**src/core/srcs_pkg.sv**
```systemverilog
// constants and types for the reference capture and alignment block
package srcs_pkg;
  // register offsets
  localparam logic [11:0] SRCS_OFF_CLKDIV = 12'h10B;
  localparam logic [11:0] SRCS_OFF_CTRL = 12'h120;
  localparam logic [11:0] SRCS_OFF_IGNORE = 12'h121;
  localparam logic [11:0] SRCS_OFF_SKEW = 12'h122;
  localparam logic [11:0] SRCS_OFF_MON = 12'h128;
  localparam logic [11:0] SRCS_OFF_SYNC = 12'h1FF;
  // field positions
  localparam int SRCS_MODE_LSB = 1;
  localparam int SRCS_EDGE_BIT = 3;
  localparam int SRCS_TRANS_BIT = 4;
  localparam int SRCS_WNEG_LSB = 2;
  localparam int SRCS_WPOS_LSB = 0;
  // reset values
  localparam logic [7:0] SRCS_CLKDIV_RST = 8'h00;
  localparam logic [7:0] SRCS_CTRL_RST = 8'h00;
  localparam logic [7:0] SRCS_IGNORE_RST = 8'h00;
  localparam logic [7:0] SRCS_SKEW_RST = 8'h00;
  localparam logic [7:0] SRCS_SYNC_RST = 8'h00;
  localparam logic [7:0] SRCS_MON_RST = 8'h00;
  // mode encodings and limits
  localparam logic [1:0] SRCS_MODE_OFF = 2'h0;
  localparam logic [1:0] SRCS_MODE_CONT = 2'h1;
  localparam logic [1:0] SRCS_MODE_NSHOT = 2'h2;
  localparam logic [4:0] SRCS_IGNORE_MAX = 5'h10;
  localparam logic [3:0] SRCS_MON_CENTER = 4'h8;

  typedef struct packed {
    logic [1:0] mode;
    logic fall_edge;
    logic high_to_low;
    logic [4:0] ignore_n;
    logic [1:0] win_neg;
    logic [1:0] win_pos;
    logic [2:0] div_sel;
    logic [1:0] sync_mode;
  } srcs_cfg_t;

  typedef struct packed {
    logic [3:0] hold;
    logic [3:0] setup;
  } srcs_mon_t;

  typedef enum logic [1:0] {
    SRCS_IDLE,
    SRCS_COUNT,
    SRCS_RUN
  } srcs_state_t;
endpackage

```
**src/core/srcs_capture.sv**
```systemverilog
// reference capture, lmfc alignment, skew window and margin monitor
//
// Notes on behaviour
// - mode field selects shot/continuous; writing 1 or 2 arms, 3 does not
// - n-shot mode field clears after acting
// - lmfc is sample clock over s times k
// - normal mode event resyncs dividers and link
// - transition bit picks rising or falling event
// - edge bit picks rising or falling sampling
// - n-shot ignores up to sixteen events first
// - continuous misaligned capture starts link resync
// - continuous captures inside skew window leave dividers alone
// - window negative bits 3:2, positive 1:0
// - negative before phase zero, positive after
// - monitor register: hold 7:4, setup 3:0
// - monitor encoding flags setup or hold error
// - total latency is dsp plus link latency
// - timestamp mode marks sample, no clock reset
`timescale 1ns/10ps
module srcs_capture
  import srcs_pkg::*;
(
  input wire logic clk_sys_i,
  input wire logic reset_n_i,
  input wire logic sysref_i,
  input wire logic [3:0] setup_det_i,
  input wire logic [3:0] hold_det_i,
  input wire logic [4:0] samples_per_frame_i,
  input wire logic [4:0] frames_per_mf_i,
  input wire logic [10:0] dsp_latency_i,
  input wire logic [8:0] link_latency_i,
  input wire logic [11:0] reg_addr_i,
  input wire logic [7:0] reg_wdata_i,
  input wire logic reg_wr_i,
  input wire logic reg_rd_i,
  output logic [7:0] reg_rdata_o,
  output logic reg_rvalid_o,
  output logic sample_strobe_o,
  output logic lmfc_o,
  output logic sync_pulse_o,
  output logic timestamp_o,
  output logic armed_o,
  output logic setup_err_o,
  output logic hold_err_o,
  output logic [11:0] total_latency_o
);

  // pin synchronisers; the falling-edge first stage lets the block sample
  // the reference on either clock edge
  logic sr_rise_m_q, sr_rise_s_q, sr_fall_m_q, sr_fall_s_q;
  logic [7:0] det_m_q, det_s_q;

  always_ff @(posedge clk_sys_i)
  begin
    sr_rise_m_q <= reset_n_i ? sysref_i : 1'b0;
    sr_rise_s_q <= reset_n_i ? sr_rise_m_q : 1'b0;
    sr_fall_s_q <= reset_n_i ? sr_fall_m_q : 1'b0;
    det_m_q <= reset_n_i ? {hold_det_i, setup_det_i} : 8'h00;
    det_s_q <= reset_n_i ? det_m_q : 8'h00;
  end

  always_ff @(negedge clk_sys_i)
  begin
    sr_fall_m_q <= reset_n_i ? sysref_i : 1'b0;
  end

  srcs_cfg_t cfg_q, cfg_d;
  srcs_state_t state_q, state_d;
  srcs_mon_t mon_q, mon_d;
  logic [4:0] ign_cnt_q, ign_cnt_d;
  logic [2:0] div_cnt_q, div_cnt_d;
  logic [9:0] lmfc_cnt_q, lmfc_cnt_d;
  logic lvl_prev_q, lvl_prev_d;
  logic [7:0] rdata_q, rdata_d;
  logic rvalid_q, rvalid_d;
  logic strobe_q, strobe_d;
  logic lmfc_q, lmfc_d;
  logic sync_q, sync_d;
  logic ts_q, ts_d;
  logic serr_q, serr_d;
  logic herr_q, herr_d;
  logic [11:0] lat_q, lat_d;
  logic armed_q, armed_d;

  logic sel_lvl, ev, act, resync, in_win, ctrl_wr;
  logic [9:0] period, phase;
  logic [4:0] ign_lim;

  always_comb
  begin
    sel_lvl = cfg_q.fall_edge ? sr_fall_s_q : sr_rise_s_q;
    // the source keeps each pulse long enough that the synchronised level
    // never drops a transition between samples
    ev = cfg_q.high_to_low ? (lvl_prev_q & ~sel_lvl)
                           : (~lvl_prev_q & sel_lvl);
    period = 10'(samples_per_frame_i) * 10'(frames_per_mf_i);
    // phase this clock steps to: an event whole periods after a resync aligns
    phase = (div_cnt_q < cfg_q.div_sel) ? lmfc_cnt_q
      : (lmfc_cnt_q + 10'h001 >= period) ? 10'h000 : lmfc_cnt_q + 10'h001;
    // negative skew sits just before phase zero, positive just after
    in_win = (phase == 10'h000)
      || (phase <= {8'h00, cfg_q.win_pos})
      || ({8'h00, cfg_q.win_neg} >= 10'(period - phase));
    ign_lim = (cfg_q.ignore_n > SRCS_IGNORE_MAX) ? SRCS_IGNORE_MAX
                                                 : cfg_q.ignore_n;
    ctrl_wr = reg_wr_i && (reg_addr_i == SRCS_OFF_CTRL);
  end

  always_comb
  begin
    cfg_d = cfg_q;
    state_d = state_q;
    mon_d = mon_q;
    ign_cnt_d = ign_cnt_q;
    lvl_prev_d = sel_lvl;
    act = 1'b0;
    resync = 1'b0;
    ts_d = 1'b0;

    case (state_q)
      SRCS_IDLE: state_d = SRCS_IDLE;
      SRCS_COUNT:
      begin
        if (ev)
        begin
          if (ign_cnt_q < ign_lim)
          begin
            ign_cnt_d = ign_cnt_q + 5'h01;
          end
          else
          begin
            act = 1'b1;
            cfg_d.mode = SRCS_MODE_OFF;
            state_d = SRCS_IDLE;
            resync = ~cfg_q.sync_mode[0];
          end
        end
      end
      SRCS_RUN:
      begin
        if (ev)
        begin
          act = 1'b1;
          // a capture inside the window keeps dividers running
          resync = ~cfg_q.sync_mode[0] && ~in_win;
        end
      end
      default: state_d = SRCS_IDLE;
    endcase

    if (act)
    begin
      mon_d = det_s_q;
      ts_d = cfg_q.sync_mode[0];
    end

    // a software write to the mode field wins over the self clear so that
    // re-arming in the clearing cycle is not lost
    if (reg_wr_i)
    begin
      case (reg_addr_i)
        SRCS_OFF_CLKDIV: cfg_d.div_sel = reg_wdata_i[2:0];
        SRCS_OFF_IGNORE: cfg_d.ignore_n = reg_wdata_i[4:0];
        SRCS_OFF_SKEW:
        begin
          cfg_d.win_neg = reg_wdata_i[SRCS_WNEG_LSB +: 2];
          cfg_d.win_pos = reg_wdata_i[SRCS_WPOS_LSB +: 2];
        end
        SRCS_OFF_SYNC: cfg_d.sync_mode = reg_wdata_i[1:0];
        SRCS_OFF_CTRL:
        begin
          cfg_d.mode = reg_wdata_i[SRCS_MODE_LSB +: 2];
          cfg_d.fall_edge = reg_wdata_i[SRCS_EDGE_BIT];
          cfg_d.high_to_low = reg_wdata_i[SRCS_TRANS_BIT];
          ign_cnt_d = 5'h00;
          case (reg_wdata_i[SRCS_MODE_LSB +: 2])
            SRCS_MODE_CONT: state_d = SRCS_RUN;
            SRCS_MODE_NSHOT: state_d = SRCS_COUNT;
            default: state_d = SRCS_IDLE;
          endcase
        end
        default:
        begin
          cfg_d = cfg_d;
        end
      endcase
    end
    armed_d = (state_d != SRCS_IDLE);
  end

  // sample clock divider and lmfc counter, both restarted by a resync
  always_comb
  begin
    strobe_d = 1'b0;
    lmfc_d = 1'b0;
    div_cnt_d = div_cnt_q;
    lmfc_cnt_d = lmfc_cnt_q;
    if (resync)
    begin
      div_cnt_d = 3'h0;
      lmfc_cnt_d = 10'h000;
    end
    else if (div_cnt_q >= cfg_q.div_sel)
    begin
      div_cnt_d = 3'h0;
      strobe_d = 1'b1;
      if (lmfc_cnt_q + 10'h001 >= period)
      begin
        lmfc_cnt_d = 10'h000;
        lmfc_d = 1'b1;
      end
      else
      begin
        lmfc_cnt_d = lmfc_cnt_q + 10'h001;
      end
    end
    else
    begin
      div_cnt_d = div_cnt_q + 3'h1;
    end
  end

  always_comb
  begin
    sync_d = resync;
    serr_d = (mon_q.hold == 4'h0) && (mon_q.setup < SRCS_MON_CENTER);
    herr_d = (mon_q.hold > SRCS_MON_CENTER) && (mon_q.setup == 4'h0);
    lat_d = {1'b0, dsp_latency_i} + {3'h0, link_latency_i};
    rvalid_d = reg_rd_i;
    rdata_d = rdata_q;
    if (reg_rd_i)
    begin
      case (reg_addr_i)
        SRCS_OFF_CLKDIV: rdata_d = {5'h00, cfg_q.div_sel};
        SRCS_OFF_CTRL: rdata_d = {3'h0, cfg_q.high_to_low,
                                  cfg_q.fall_edge, cfg_q.mode, 1'b0};
        SRCS_OFF_IGNORE: rdata_d = {3'h0, cfg_q.ignore_n};
        SRCS_OFF_SKEW: rdata_d = {4'h0, cfg_q.win_neg, cfg_q.win_pos};
        SRCS_OFF_MON: rdata_d = mon_q;
        SRCS_OFF_SYNC: rdata_d = {6'h00, cfg_q.sync_mode};
        default: rdata_d = 8'h00;
      endcase
    end
  end

  always_ff @(posedge clk_sys_i)
  begin
    if (!reset_n_i)
    begin
      cfg_q <= '0;
      state_q <= SRCS_IDLE;
      mon_q <= SRCS_MON_RST;
      ign_cnt_q <= 5'h00;
      div_cnt_q <= 3'h0;
      lmfc_cnt_q <= 10'h000;
      lvl_prev_q <= 1'b0;
      rdata_q <= 8'h00;
      rvalid_q <= 1'b0;
      strobe_q <= 1'b0;
      lmfc_q <= 1'b0;
      sync_q <= 1'b0;
      ts_q <= 1'b0;
      serr_q <= 1'b0;
      herr_q <= 1'b0;
      lat_q <= 12'h000;
      armed_q <= 1'b0;
    end
    else
    begin
      cfg_q <= cfg_d;
      state_q <= state_d;
      mon_q <= mon_d;
      ign_cnt_q <= ign_cnt_d;
      div_cnt_q <= div_cnt_d;
      lmfc_cnt_q <= lmfc_cnt_d;
      lvl_prev_q <= lvl_prev_d;
      rdata_q <= rdata_d;
      rvalid_q <= rvalid_d;
      strobe_q <= strobe_d;
      lmfc_q <= lmfc_d;
      sync_q <= sync_d;
      ts_q <= ts_d;
      serr_q <= serr_d;
      herr_q <= herr_d;
      lat_q <= lat_d;
      armed_q <= armed_d;
    end
  end

  assign reg_rdata_o = rdata_q;
  assign reg_rvalid_o = rvalid_q;
  assign sample_strobe_o = strobe_q;
  assign lmfc_o = lmfc_q;
  assign sync_pulse_o = sync_q;
  assign timestamp_o = ts_q;
  assign armed_o = armed_q;
  assign setup_err_o = serr_q;
  assign hold_err_o = herr_q;
  assign total_latency_o = lat_q;
endmodule

```
**config.mk**
```make
export PLATFORM = sky130hd
export DESIGN_NAME = srcs_capture
export DESIGN_NICKNAME = d
export VERILOG_FILES = /design/src/core/srcs_pkg.sv /design/src/core/srcs_capture.sv
export SDC_FILE = /design/constraint.sdc
export NUM_CORES = 1
export LEC_CHECK = 0
export BUFFER_PORTS_ARGS = -buffer_cell sky130_fd_sc_hd__buf_2
export CAP_MARGIN = 20
export CORE_MARGIN = 2
export CORE_UTILIZATION = 26
export CTS_CLUSTER_DIAMETER = 100
export DETAILED_ROUTE_END_ITERATION = 7
export PLACE_DENSITY_LB_ADDON = 0.08
export SLEW_MARGIN = 0
export SYNTH_ARGS = -nofsm -noshare
export SYNTH_HDL_FRONTEND = slang
export SYNTH_SLANG_ARGS = --single-unit
```
**constraint.sdc**
```tcl
create_clock -name clk_sys_i -period 7.39 [get_ports clk_sys_i]
set_input_delay 1.478 -clock clk_sys_i [delete_from_list [all_inputs] [get_ports clk_sys_i]]
set_output_delay 1.478 -clock clk_sys_i [all_outputs]
set_load 0.02 [all_outputs]
```
==> impl_metrics.env <==
export IMPL_reg2reg_depth=21
export IMPL_hold_start="det_m_q[6]$_SDFF_PN0_"
export IMPL_area_growth_pct=30.1
export IMPL_hp_class="reg -> reg"
export IMPL_drtPass1Iterations=5
export IMPL_rsz0062_at_grt="true"
export IMPL_final_cell_mix="dfxtp_1, nand2_1, buf_2, buf_4, ha_1"
export IMPL_clk_pin_slew_ns=0.08
export IMPL_critical_path_slowest_cell="fa_1"
export IMPL_fin_crit_sh=0.995
export IMPL_syn_avg_cell_area_um2=8.35
export IMPL_fin_nets=1000
export IMPL_regArea_mm2=0.00190
export IMPL_drv_cap=0
export IMPL_final_setup_worst_slack_ns=0.0349
export IMPL_rows=55
export IMPL_ant_nets=0
export IMPL_synth_edf_count=0
export IMPL_core_mm2=0.0227
export IMPL_synthArstFlopShare=0
export IMPL_end_kind="register"
export IMPL_grt_overflow_total=0
export IMPL_die_w_um=157
export IMPL_tightest_slew_ns=1.10
export IMPL_hold_end="det_s_q[6]$_SDFF_PN0_"
export IMPL_peakVddDrop_v=0.0000897
export IMPL_worstReg2RegStart="lmfc_cnt_q[0]$_SDFFE_PP0P_"
export IMPL_antenna_found_initial=1
export IMPL_insertion_delay_ns=0.40
export IMPL_grt_first_pass_wirelength_mm=27.6
export IMPL_total_power_mw=1.65
export IMPL_multi_input_area_mm2=0.00406
export IMPL_synth_distinct_cells=67
export IMPL_hpwl_mm=12.9
export IMPL_die_area_mm2=0.0245
export IMPL_drt_drc_violations_left=0
export IMPL_maxSlewViolCount=0
export IMPL_timing_fmax_ghz=0.136
export IMPL_clock_sinks=95
export IMPL_cts_max_level=3
export IMPL_critPathMostFrequentCell="fa_1"
export IMPL_ys_seq_area_frac=0.314
export IMPL_routedWlPerCell_um=14.6
export IMPL_syn_inst=725
export IMPL_cts_path_max_buffers=2
export IMPL_finClkSkew_ns=0.0516
export IMPL_critPathKind="in -> reg"
export IMPL_grt_pass1_vias=5591
export IMPL_yosysWarnings=0
export IMPL_numPlacedInstances=1121
export IMPL_hold_slack_ns=0.438
export IMPL_cp_max_fo=7
export IMPL_finalSetupViolations=0
export IMPL_critPathMaxStageDelay_ns=0.56
export IMPL_drive_gt1_frac=0.273
export IMPL_port_buffers=87
export IMPL_viasPerCell=4.82
export IMPL_syn_cell_area_mm2=0.00605
export IMPL_reg2reg_slack_ns=1.90
export IMPL_routed_via_count=5565
export IMPL_status="finished clean"
export IMPL_p_per_area_mw_per_mm2=209
export IMPL_ios=91
export IMPL_worstReg2RegEnd="lmfc_cnt_q[7]$_SDFFE_PP0P_"
export IMPL_initial_core_util=0.266
export IMPL_cp_num_buf_inv=6
export IMPL_stdcell_count=1154
export IMPL_hold_viol_final=0
export IMPL_totalWireLength_mm=16.9
export IMPL_drtIter0Drc=306
export IMPL_grt_max_degree=48
export IMPL_ys_flop_type="dfxtp_1"
export IMPL_crit_required_ns=7.60
export IMPL_final_util=0.347
export IMPL_grt_total_usage=0.141
export IMPL_period_minus_slack_ns=7.36
export IMPL_setup_tns_ns=0
export IMPL_cp_top_family="adder cells"
export IMPL_placed_cell_area_mm2=0.00714
export IMPL_final_common_cell="dfxtp_1"
export IMPL_final_area_mm2=0.00787
export IMPL_place_ws_ns=-0.772
export IMPL_nFillCells=2405
export IMPL_dieHeight_um=157
export IMPL_cts_buffers=9
export IMPL_min_delay_path_depth=1
export IMPL_critPathArrivalTime_ns=7.57
export IMPL_clock_tree_root_cell="clkbuf_16"
export IMPL_place_congestion=0.803
export IMPL_p_leak_nw=3.37
export IMPL_slew_headroom=0.259
export IMPL_ys_ff_latch=95
export IMPL_synth_nets=862
export IMPL_cts_tree="built"
export IMPL_cp_start_kind="input pin"
[metal layers]
layer | wire length, um | up-vias | GRT usage | part of all wire
met2 | 8030 | 121 | 0.239 | 0.48
met4 | 246 | 0 | 0.0516 | 0.015
li1 | - | 2806 | - | -
met1 | 7880 | 2624 | 0.179 | 0.47
met5 | 0 | - | 0 | 0
met3 | 729 | 14 | 0.0252 | 0.043
[worst max-delay path by stage]
stage,startpoint,endpoint,slack (ns),depth (start not counted)
after floorplan,frames_per_mf_i[2],div_cnt_q[1]$_SDFF_PP0_,0.03,31
after detailed placement,frames_per_mf_i[2],div_cnt_q[2]$_SDFF_PP0_,-0.77,30
after global placement,frames_per_mf_i[2],div_cnt_q[2]$_SDFF_PP0_,-0.62,30
final,samples_per_frame_i[0],lmfc_cnt_q[7]$_SDFFE_PP0P_,0.03,31
after CTS,samples_per_frame_i[0],div_cnt_q[2]$_SDFF_PP0_,0.002,33
after global routing,frames_per_mf_i[4],lmfc_cnt_q[7]$_SDFFE_PP0P_,-0.31,32
[where the power goes]
group	total (mW)	switching, mW	leakage, nW	internal [mW]
clock	0.478	0.236	0.155	0.242
sequential	0.539	0.0104	0.775	0.528
combinational	0.630	0.308	2.44	0.323
[synth_stat cells (all sizes together), types with 2 or more instances]
cell type  count  area (um^2)
a2111oi        2         42.5
a211oi         7         57.6
a21boi         3         22.5
a21o          11         82.6
a21oi         51          255
a222oi         4         40.0
a22oi          7         52.6
a31oi          8         50.1
and2          39          244
and3           8         50.1
and4           2         17.5
buf            5         38.8
clkbuf        23         86.3
dfxtp         95         1900
fa            11          220
ha            63          788
inv           58          218
mux2           2         22.5
mux2i         11          110
nand2         87          327
nand2b        11         68.8
nand3         33          170
nand4          4         25.0
nor2          37          141
nor2b          6         37.5
nor3          35          185
nor3b          3         22.5
nor4          10         62.6
nor4b          3         26.3
o2111ai        2         17.5
o211a          2         20.0
o211ai         2         15.0
o21a           6         45.0
o21ai         19         98.8
o31ai          4         43.8
or2            3         18.8
or3            5         31.3
xnor2         12          105
xor2          14          123
[logic make-up after synthesis]
group / share of synthesized area
buffers and inverters: 0.0567
DFF: 0.314
and+or+nand+nor: 0.240
muxes: 0.0219
adders and majority gates: 0.167
xor gates and xnor gates: 0.0414
AOI/OAI and AO/OA: 0.159
[layout make-up]
type / count / area share
multi-input combinational: 544 / 0.516
clock buffer: 9 / 0.0286
tap: 285 / 0.0453
inverter: 57 / 0.0272
clock inverter: 8 / 0.0108
sequential: 95 / 0.242
timing repair buffer: 155 / 0.131
antenna: 1 / 0.000318
[flip-flops by register name, indices dropped and copies added, names as in the netlist, 2 cells and up]
name / flops
cfg_q: 18
ign_cnt_q: 5
state_q: 2
det_s_q: 8
total_latency_o: 12
det_m_q: 8
lmfc_cnt_q: 10
mon_q: 8
reg_rdata_o: 8
div_cnt_q: 3
[what timing repair did]
item,4_1_cts,5_1_grt
gates cloned,0,2
setup buffers,4,11
gates resized for setup,15,52
setup endpoints to repair,16,16
pin swaps,10,21
hold buffers,0,0
Note: power is estimated with default switching activity, not from simulation.
